**config.mk**
```make
export PLATFORM = sky130hd
export DESIGN_NAME = gpu_port
export DESIGN_NICKNAME = d
export VERILOG_FILES = /design/src/shared/gpu_pkg.sv /design/src/design/gpu_port.sv /design/src/design/gpu_sync.sv
export VERILOG_INCLUDE_DIRS = /design/src /design/src/shared
export SDC_FILE = /design/constraint.sdc
export NUM_CORES = 1
export LEC_CHECK = 0
export ABC_AREA = 1
export BUFFER_PORTS_ARGS = -buffer_cell sky130_fd_sc_hd__buf_2
export CAP_MARGIN = 30
export CELL_PAD_IN_SITES_DETAIL_PLACEMENT = 1
export CELL_PAD_IN_SITES_GLOBAL_PLACEMENT = 2
export CORE_ASPECT_RATIO = 0.5
export CORE_MARGIN = 1.5
export CORE_UTILIZATION = 28
export CTS_BUF_LIST = sky130_fd_sc_hd__clkbuf_16
export DETAILED_ROUTE_END_ITERATION = 16
export PLACE_DENSITY = 0.71
export REMOVE_ABC_BUFFERS = 1
export SYNTH_ARGS = -nofsm -noshare
export SYNTH_HDL_FRONTEND = slang
export SYNTH_SLANG_ARGS = --single-unit
```
**constraint.sdc**
```tcl
create_clock -name mclk -period 1.4 [get_ports mclk]
set_input_delay 0.14 -clock mclk [delete_from_list [all_inputs] [get_ports mclk]]
set_output_delay 0.14 -clock mclk [all_outputs]
set_load 0.05 [all_outputs]
```
**src/shared/gpu_params.svh**
```systemverilog
`ifndef GPU_PARAMS_SVH
`define GPU_PARAMS_SVH
// register byte offsets on the AXI4-Lite slave
`define GPU_OFS_A_DIR 8'h00
`define GPU_OFS_A_OUT 8'h04
`define GPU_OFS_A_PIN 8'h08
`define GPU_OFS_B_DIR 8'h0c
`define GPU_OFS_B_OUT 8'h10
`define GPU_OFS_B_PIN 8'h14
`define GPU_OFS_CTRL 8'h18
// control register field: usb module stop
`define GPU_CTRL_STOP_BIT 0
`define GPU_RST_DIR 8'h00
`define GPU_RST_OUT 8'h00
`define GPU_RST_CTRL 1'h1
// undefined reads of write-only direction registers return this pattern
`define GPU_UNDEF_VAL 32'h0000_0000
`define GPU_RESP_OKAY 2'h0
`define GPU_RESP_SLVERR 2'h2
`endif

```
**src/shared/gpu_pkg.sv**
```systemverilog
package gpu_pkg;
    typedef logic [7:0] gpu_byte_t;
    typedef enum logic [2:0] {
        GPU_W_IDLE = 3'b001,
        GPU_W_RESP = 3'b010,
        GPU_W_HOLD = 3'b100
    } gpu_wstate_e;
endpackage

```
**src/design/gpu_port.sv**
```systemverilog
// Functional notes
// RULE1: a first-port pin in general use is driven when its direction bit is 1, input when 0.
// RULE2: the first-port direction register is write-only and reads return an undefined value.
// RULE3: the first-port output data register holds eight read/write bits that feed output pins.
// RULE4: pin-state reads return output data for bits whose direction bit is 1.
// RULE5: pin-state reads return the sampled pin level for bits whose direction bit is 0.
// RULE6: the pin-state register is read-only and writes to it change nothing.
// RULE7: first-port bit n doubles as usb data bit n+8.
// RULE8: with the usb module-stop bit at 0 the usb data function owns the first-port pins.
// RULE9: the second port has eight pins, output when direction is 1, input when 0.
// RULE10: the second-port direction register is write-only and reads return an undefined value.
// RULE11: the second port has a read/write output data register feeding its output pins.
// RULE12: internal copies of the direction registers drive enables and read selection.
`timescale 1ns/1ns
`include "gpu_params.svh"
// =====================================================
// gpio port pair with usb upper data byte sharing
module gpu_port #(
    parameter int WIDTH = 8
) (
    input wire logic mclk, // system clock, 100 MHz
    input wire logic rstn, // async reset, active low
    input wire logic [7:0] s_axi_awaddr, // write address
    input wire logic s_axi_awvalid, // write address valid
    output logic s_axi_awready, // write address ready
    input wire logic [31:0] s_axi_wdata, // write data
    input wire logic [3:0] s_axi_wstrb, // write strobes
    input wire logic s_axi_wvalid, // write data valid
    output logic s_axi_wready, // write data ready
    output logic [1:0] s_axi_bresp, // write response
    output logic s_axi_bvalid, // write response valid
    input wire logic s_axi_bready, // write response ready
    input wire logic [7:0] s_axi_araddr, // read address
    input wire logic s_axi_arvalid, // read address valid
    output logic s_axi_arready, // read address ready
    output logic [31:0] s_axi_rdata, // read data
    output logic [1:0] s_axi_rresp, // read response
    output logic s_axi_rvalid, // read data valid
    input wire logic s_axi_rready, // read data ready
    input wire logic [WIDTH-1:0] port_a_in, // first-port pin levels
    output logic [WIDTH-1:0] port_a_out, // first-port pin drive value
    output logic [WIDTH-1:0] port_a_oe, // first-port pin enables
    input wire logic [WIDTH-1:0] port_b_in, // second-port pin levels
    output logic [WIDTH-1:0] port_b_out, // second-port pin drive value
    output logic [WIDTH-1:0] port_b_oe, // second-port pin enables
    input wire logic [15:8] usb_data_out, // usb data to pins
    input wire logic [15:8] usb_data_oe, // usb drive enables
    output logic [15:8] usb_data_in, // pin levels to usb
    output logic usb_module_stop_bit // module stop state
);
    import gpu_pkg::*;

    logic [WIDTH-1:0] port_a_direction;
    logic [WIDTH-1:0] port_a_output_data;
    logic [WIDTH-1:0] port_b_direction;
    logic [WIDTH-1:0] port_b_output_data;
    logic stop;
    logic [WIDTH-1:0] next_a_dir;
    logic [WIDTH-1:0] next_a_out;
    logic [WIDTH-1:0] next_b_dir;
    logic [WIDTH-1:0] next_b_out;
    logic next_stop;
    logic [WIDTH-1:0] a_sync;
    logic [WIDTH-1:0] b_sync;
    logic [WIDTH-1:0] port_a_pin_state;
    logic [WIDTH-1:0] port_b_pin_state;

    initial begin
        if (WIDTH != 8) begin
            $error("gpu_port: WIDTH must be 8 to match usb bits 15:8");
        end
    end

    // =====================================================
    // pin input synchronisers
    gpu_sync #(.WIDTH(WIDTH)) u_sync_a (
        .mclk(mclk),
        .rstn(rstn),
        .din(port_a_in),
        .dout(a_sync)
    );
    gpu_sync #(.WIDTH(WIDTH)) u_sync_b (
        .mclk(mclk),
        .rstn(rstn),
        .din(port_b_in),
        .dout(b_sync)
    );

    // internal direction copies select the read source
    assign port_a_pin_state = (port_a_direction & port_a_output_data)
        | (~port_a_direction & a_sync); // RULE4 RULE5 RULE12
    assign port_b_pin_state = (port_b_direction & port_b_output_data)
        | (~port_b_direction & b_sync);

    // =====================================================
    // write channel
    gpu_wstate_e wstate;
    gpu_wstate_e next_wstate;
    logic aw_held;
    logic w_held;
    logic [7:0] aw_addr;
    logic [31:0] w_data;
    logic [3:0] w_strb;
    logic next_aw_held;
    logic next_w_held;
    logic [7:0] next_aw_addr;
    logic [31:0] next_w_data;
    logic [3:0] next_w_strb;
    logic next_bvalid;
    logic [1:0] next_bresp;
    logic next_awready;
    logic next_wready;
    logic do_write;
    logic wr_hit;

    always_comb begin
        next_aw_held = aw_held;
        next_w_held = w_held;
        next_aw_addr = aw_addr;
        next_w_data = w_data;
        next_w_strb = w_strb;
        next_bvalid = s_axi_bvalid;
        next_bresp = s_axi_bresp;
        next_wstate = wstate;
        next_a_dir = port_a_direction;
        next_a_out = port_a_output_data;
        next_b_dir = port_b_direction;
        next_b_out = port_b_output_data;
        next_stop = stop;
        do_write = 1'b0;
        wr_hit = 1'b1;
        if (s_axi_awvalid && s_axi_awready) begin
            next_aw_held = 1'b1;
            next_aw_addr = s_axi_awaddr;
        end
        if (s_axi_wvalid && s_axi_wready) begin
            next_w_held = 1'b1;
            next_w_data = s_axi_wdata;
            next_w_strb = s_axi_wstrb;
        end
        case (wstate)
            GPU_W_IDLE: begin
                if (aw_held && w_held) begin
                    do_write = 1'b1;
                    next_wstate = GPU_W_RESP;
                end
            end
            GPU_W_RESP: begin
                if (s_axi_bvalid && s_axi_bready) begin
                    next_bvalid = 1'b0;
                    next_wstate = GPU_W_IDLE;
                end
            end
            GPU_W_HOLD: begin
                next_wstate = GPU_W_IDLE;
            end
            default: begin
                next_wstate = GPU_W_IDLE;
            end
        endcase
        if (do_write) begin
            next_aw_held = 1'b0;
            next_w_held = 1'b0;
            next_bvalid = 1'b1;
            if (w_strb[0]) begin
                case (aw_addr)
                    `GPU_OFS_A_DIR: next_a_dir = w_data[7:0]; // RULE1 RULE12
                    `GPU_OFS_A_OUT: next_a_out = w_data[7:0]; // RULE3
                    `GPU_OFS_A_PIN: wr_hit = 1'b1; // RULE6
                    `GPU_OFS_B_DIR: next_b_dir = w_data[7:0]; // RULE9
                    `GPU_OFS_B_OUT: next_b_out = w_data[7:0]; // RULE11
                    `GPU_OFS_B_PIN: wr_hit = 1'b1;
                    `GPU_OFS_CTRL: next_stop = w_data[`GPU_CTRL_STOP_BIT];
                    default: wr_hit = 1'b0;
                endcase
            end else begin
                wr_hit = (aw_addr <= `GPU_OFS_CTRL) && (aw_addr[1:0] == 2'h0);
            end
            next_bresp = wr_hit ? `GPU_RESP_OKAY : `GPU_RESP_SLVERR;
        end
        // accept a new address only while none is held, new data only while none is held, and either only in idle
        next_awready = !next_aw_held && (next_wstate == GPU_W_IDLE);
        next_wready = !next_w_held && (next_wstate == GPU_W_IDLE);
    end

    always_ff @(posedge mclk or negedge rstn) begin
        if (!rstn) begin
            wstate <= GPU_W_IDLE;
            aw_held <= 1'b0;
            w_held <= 1'b0;
            aw_addr <= 8'h00;
            w_data <= 32'h0000_0000;
            w_strb <= 4'h0;
            s_axi_bvalid <= 1'b0;
            s_axi_bresp <= 2'h0;
            s_axi_awready <= 1'b0;
            s_axi_wready <= 1'b0;
            port_a_direction <= `GPU_RST_DIR;
            port_a_output_data <= `GPU_RST_OUT;
            port_b_direction <= `GPU_RST_DIR;
            port_b_output_data <= `GPU_RST_OUT;
            stop <= `GPU_RST_CTRL;
        end else begin
            wstate <= next_wstate;
            aw_held <= next_aw_held;
            w_held <= next_w_held;
            aw_addr <= next_aw_addr;
            w_data <= next_w_data;
            w_strb <= next_w_strb;
            s_axi_bvalid <= next_bvalid;
            s_axi_bresp <= next_bresp;
            s_axi_awready <= next_awready;
            s_axi_wready <= next_wready;
            port_a_direction <= next_a_dir;
            port_a_output_data <= next_a_out;
            port_b_direction <= next_b_dir;
            port_b_output_data <= next_b_out;
            stop <= next_stop;
        end
    end

    // =====================================================
    // read channel
    logic next_rvalid;
    logic next_arready;
    logic [31:0] next_rdata;
    logic [1:0] next_rresp;

    always_comb begin
        next_rvalid = s_axi_rvalid;
        next_rdata = s_axi_rdata;
        next_rresp = s_axi_rresp;
        next_arready = s_axi_arready;
        if (s_axi_rvalid && s_axi_rready) begin
            next_rvalid = 1'b0;
            next_arready = 1'b1;
        end
        if (s_axi_arvalid && s_axi_arready) begin
            next_rvalid = 1'b1;
            next_arready = 1'b0;
            next_rresp = `GPU_RESP_OKAY;
            case (s_axi_araddr)
                `GPU_OFS_A_DIR: next_rdata = `GPU_UNDEF_VAL; // RULE2
                `GPU_OFS_A_OUT: next_rdata = {24'h000000, port_a_output_data};
                `GPU_OFS_A_PIN: next_rdata = {24'h000000, port_a_pin_state};
                `GPU_OFS_B_DIR: next_rdata = `GPU_UNDEF_VAL; // RULE10
                `GPU_OFS_B_OUT: next_rdata = {24'h000000, port_b_output_data};
                `GPU_OFS_B_PIN: next_rdata = {24'h000000, port_b_pin_state};
                `GPU_OFS_CTRL: next_rdata = {31'h0, stop};
                default: begin
                    next_rdata = 32'h0000_0000;
                    next_rresp = `GPU_RESP_SLVERR;
                end
            endcase
        end
    end

    always_ff @(posedge mclk or negedge rstn) begin
        if (!rstn) begin
            s_axi_rvalid <= 1'b0;
            s_axi_rdata <= 32'h0000_0000;
            s_axi_rresp <= 2'h0;
            s_axi_arready <= 1'b1;
        end else begin
            s_axi_rvalid <= next_rvalid;
            s_axi_rdata <= next_rdata;
            s_axi_rresp <= next_rresp;
            s_axi_arready <= next_arready;
        end
    end

    // =====================================================
    // pin multiplexing; registered so every pin output is a flop
    logic [WIDTH-1:0] next_pa_out;
    logic [WIDTH-1:0] next_pa_oe;
    logic [15:8] next_usb_in;

    always_comb begin
        if (!stop) begin
            next_pa_out = usb_data_out; // RULE7 RULE8
            next_pa_oe = usb_data_oe; // RULE8
        end else begin
            next_pa_out = port_a_output_data; // RULE3
            next_pa_oe = port_a_direction; // RULE1 RULE12
        end
        // usb sees the pins whatever the mode; it ignores them when stopped
        next_usb_in = a_sync; // RULE7
    end

    always_ff @(posedge mclk or negedge rstn) begin
        if (!rstn) begin
            port_a_out <= 8'h00;
            port_a_oe <= 8'h00;
            port_b_out <= 8'h00;
            port_b_oe <= 8'h00;
            usb_data_in <= 8'h00;
            usb_module_stop_bit <= `GPU_RST_CTRL;
        end else begin
            port_a_out <= next_pa_out;
            port_a_oe <= next_pa_oe;
            port_b_out <= port_b_output_data; // RULE11
            port_b_oe <= port_b_direction; // RULE9 RULE12
            usb_data_in <= next_usb_in;
            usb_module_stop_bit <= stop;
        end
    end

    // =====================================================
    // checks
    gpio_a_dir_a: assert property (@(posedge mclk) disable iff (!rstn)
        stop && $past(stop) |-> port_a_oe == $past(port_a_direction)) // RULE1
        else $error("first-port enable does not follow direction");
    dir_read_a: assert property (@(posedge mclk) disable iff (!rstn)
        s_axi_arvalid && s_axi_arready && s_axi_araddr == `GPU_OFS_A_DIR
        |=> s_axi_rvalid && s_axi_rdata == `GPU_UNDEF_VAL) // RULE2
        else $error("direction register read leaked its value");
    out_drive_a: assert property (@(posedge mclk) disable iff (!rstn)
        stop && $past(stop) |-> port_a_out == $past(port_a_output_data)) // RULE3
        else $error("first-port drive differs from output data");
    pin_read_a: assert property (@(posedge mclk) disable iff (!rstn)
        s_axi_arvalid && s_axi_arready && s_axi_araddr == `GPU_OFS_A_PIN
        |=> s_axi_rdata[7:0] == $past(port_a_pin_state)) // RULE4
        else $error("pin-state read wrong");
    pin_mix_a: assert property (@(posedge mclk) disable iff (!rstn)
        ((port_a_pin_state ^ a_sync) & ~port_a_direction) == 8'h00) // RULE5
        else $error("input bit not taken from pin");
    pin_ro_a: assert property (@(posedge mclk) disable iff (!rstn)
        do_write && aw_addr == `GPU_OFS_A_PIN
        |=> $stable(port_a_output_data) && $stable(port_a_direction)) // RULE6
        else $error("write to pin-state changed state");
    usb_own_a: assert property (@(posedge mclk) disable iff (!rstn)
        !stop ##1 !stop |-> port_a_oe == $past(usb_data_oe)) // RULE8
        else $error("usb does not own pins while running");
    port_b_a: assert property (@(posedge mclk) disable iff (!rstn)
        s_axi_arvalid && s_axi_arready && s_axi_araddr == `GPU_OFS_B_DIR
        |=> s_axi_rdata == `GPU_UNDEF_VAL ##1 port_b_oe == $past(port_b_direction)) // RULE10
        else $error("second-port direction misbehaves");
    wr_cov_a: cover property (@(posedge mclk) disable iff (!rstn)
        do_write && aw_addr == `GPU_OFS_A_DIR);
    rd_cov_a: cover property (@(posedge mclk) disable iff (!rstn)
        s_axi_rvalid && s_axi_rready);
    usb_cov_a: cover property (@(posedge mclk) disable iff (!rstn)
        stop ##1 !stop);
endmodule // gpu_port

```
**src/design/gpu_sync.sv**
```systemverilog
`timescale 1ns/1ns
// =====================================================
// two-stage synchroniser for pin inputs
module gpu_sync #(
    parameter int WIDTH = 8
) (
    input wire logic mclk, // system clock
    input wire logic rstn, // async reset, active low
    input wire logic [WIDTH-1:0] din, // asynchronous input
    output logic [WIDTH-1:0] dout // synchronised output
);
    logic [WIDTH-1:0] meta;
    logic [WIDTH-1:0] next_meta;
    logic [WIDTH-1:0] next_dout;

    initial begin
        if (WIDTH < 1) begin
            $error("gpu_sync: WIDTH must be at least 1");
        end
    end

    always_comb begin
        next_meta = din;
        next_dout = meta;
    end

    always_ff @(posedge mclk or negedge rstn) begin
        if (!rstn) begin
            meta <= '0;
            dout <= '0;
        end else begin
            meta <= next_meta;
            dout <= next_dout;
        end
    end
endmodule // gpu_sync

```
==> summary.txt <==
Outcome
  – Status: finished with violations
  – Failing checks: negative setup slack

Flow run
  – Maxcap violations: 0

Logic synthesis
  – Top cells by area, synth: dfrtp_1 (61%), nand2_1 (7.7%), buf_4 (3.6%)
  – Warnings from Yosys: 0
  – Post-Synthesis Cell Area: about 5700 sq um
  – Library cells used by synthesis: 30
  – Yosys top cell by area: dfrtp_1
  – Most frequent cells after synthesis: dfrtp_1 (139), nand2_1 (116), inv_1 (44)
  – Top_reg_cell synth: dfrtp_1
  – Asr flop ratio synth: 100.0%
  – Syn_area_per_cell: around 11 sq um
  – Synth Register Bits: around 140
  – Top-area cell type share of the netlist area: a little over 60%
  – Most numerous cell in the Yosys netlist: dfrtp_1
  – Gate Count Post-Synth: approximately 530
  – Sequential area share after synthesis: between 60 and 70%
  – Post-synth EDFFs: 0

Critical path
  – Worst r2r src: wstate[0]
  – Startpoint type of the worst setup path: register
  – Crit-path max FO: 6
  – Req. time, crit path: between 1.5 and 2 ns
  – Reg2Reg Depth: 6
  – Crit Path Category: reg2reg
  – R2R Path End: port_b_output_data[5]
  – FF-to-FF setup slack: -0.04 ns
  – CP Capture Type: register
  – Critical Path AT: between 1.5 and 2 ns

STA
  – Final hold viol count: 0
  – Final setup viols: 30
  – Final WS setup: -0.03734 ns
  – RSZ-0062 raised after global routing: true
  – Fin crit share: 102.7%
  – Clock skew: 0.01624 ns
  – Sum Neg Setup Slack: -0.4587 ns
  – Max frequency: about 0.70 GHz
  – Fin crit period: 1.437 ns
  – Slew Viols, Final: 0

Global route
  – Largest net degree at the start of global routing: 39
  – Global Route Usage Sum: between 10% and 20%
  – Number of global-route vias before repair: roughly 4600
  – First-pass GRT wire length: approximately 26 mm
  – GRT overflow: 0
  – Initial antenna violation count: 0

Clock network
  – Inserted Clock Buffers: 17
  – H-tree levels: 4
  – Max clock buf depth: 2
  – Worst-path clk slew: 0.06 ns
  – TritonCTS clock tree: yes
  – CTS Sinks: about 140
  – Root Buffer: clkbuf_16
  – Clock latency on the worst-skew pair: roughly 0.43 ns

Hold path
  – Hold Crit Start: s_axi_wdata[7]
  – Hold Path Class: in2reg
  – Hold Crit Depth: 3
  – Hold endpoint: w_data[7]

Layout
  – Final Net Count: between 800 and 900
  – Ant diodes: 0
  – Share of cells above drive strength 1: between 30% and 40%
  – Finished Cell Area: 7945 sq um
  – Area Overhead vs Synth: 40.36%

Floorplanning
  – Initial Util: approximately 29%
  – Number of I/O pins: 173
  – Core region area: 19640 sq um
  – Die area: 21130 sq um
  – Die W: a little over 200 um
  – Site Rows: 36
  – Die height: 103.5 um

Power
  – VDD IR max: 0.0008704 V
  – Leakage power total: around 4.0 nW
  – Total power density per cell area: approximately 1600 nW/um^2

Detailed routing
  – DR DRC count: 0
  – Vias: 4333
  – Routed Antenna Nets: 0
  – Initial DRC Count: approximately 170
  – Drt pass-1 iters: 5
  – Drt wl/cell: 15.47 um
  – Routed WL: 15.75 mm
  – Vias/cell: between 4 and 5

Place
  – Hpwl dp: 10.74 mm
  – GPL Wtd Cong: between 0.7 and 0.8
  – Port Buf Inserts: 119
  – Placed instance area: a little under 7000 sq um
==> critical path, cell delays in order, from the launching register on <==
cell	delay (ns)
dfstp_2	0.55
nand3b_4	0.10
nor3_4	0.17
nand2_4	0.13
buf_4	0.17
o21ai_0	0.13
nand2_1	0.06
==> placed cells by master, fill, tap and decap left out, drive strengths merged <==
cell type / n
buf: 148
dfrtp: 139
nand2: 123
inv: 52
dlygate4sd3: 50
o21ai: 48
nor2: 44
nand3: 40
conb: 27
a21oi: 27
clkbuf: 17
mux2: 11
nand4: 7
clkinv: 5
dfstp: 4
clkinvlp: 3
nor3: 3
bufinv: 2
nand3b: 1
a31oi: 1
==> stage by stage <==
step           hold WS, ns  cells  utilization [%]  total power [mW]  worst slack, ns
2_1_floorplan      -0.1556    522                -             7.255         -0.01541
3_3_place_gp       0.08381    934            34.47             8.282         -0.04833
3_5_place_dp       0.08741    934            34.47             8.364         -0.05097
4_1_cts           0.002934   1018            40.34             13.17         -0.05075
5_1_grt            0.01243   1018            40.46             13.69          -0.1584
6_report          0.008538   1018            40.46             13.00         -0.03734
==> per-layer routing <==
layer	track usage, %	wire length, um
met5	0	0
met4	4.097	139
met3	4.028	621
met2	26.26	7738
met1	20.90	7248
==> area by class of cell <==
type,instances,area [sq um]
repair buffers,198,1470
well taps,266,332.8
clock buffers,17,425.4
fillers,2238,11690
multi-input cells,332,1797
flip-flops and latches,143,3583
clock inverters,15,160.2
inverters,47,176.4
==> logic make-up (layout without fill, tap and decap cells) <==
group           Yosys count  after routing  share of synthesized area, %
compound gates           76             76                         7.935
buf+inv                  85            277                         7.979
flops                   143            143                         63.31
mux                      11             11                         2.188
other cells               1             27                       0.06625
simple gates            218            218                         18.52
==> how the worst max path moves through the flow <==
stage                             from               endpoint  slack [ns]  depth (start not counted)
after detailed placement     wstate[0]  port_b_output_data[4]       -0.05                          6
after CTS                    wstate[0]    port_a_direction[5]       -0.05                          7
final                        wstate[0]  port_b_output_data[5]       -0.04                          6
after global placement       wstate[0]  port_b_output_data[1]       -0.05                          6
after floorplan           s_axi_wready           s_axi_wready       -0.02                          3
after global routing         wstate[0]    port_a_direction[2]       -0.16                          7
==> where the power goes <==
group | internal, mW | leakage, nW | switching (mW)
Sequential | 4.79 | 1.78 | 0.465
Combinational | 0.976 | 1.92 | 2.23
Clock | 2.65 | 0.280 | 1.89
==> timing repair <==
item / in CTS / in global routing
endpoints found under the setup margin: 32 / 34
buffers inserted: 2 / 1
endpoints found under the hold margin: 101 / 0
cloned: 0 / 0
gates resized for setup: 24 / 11
pin swaps: 3 / 6
hold buffers: 50 / 0
(Power assumes the default switching activity.)
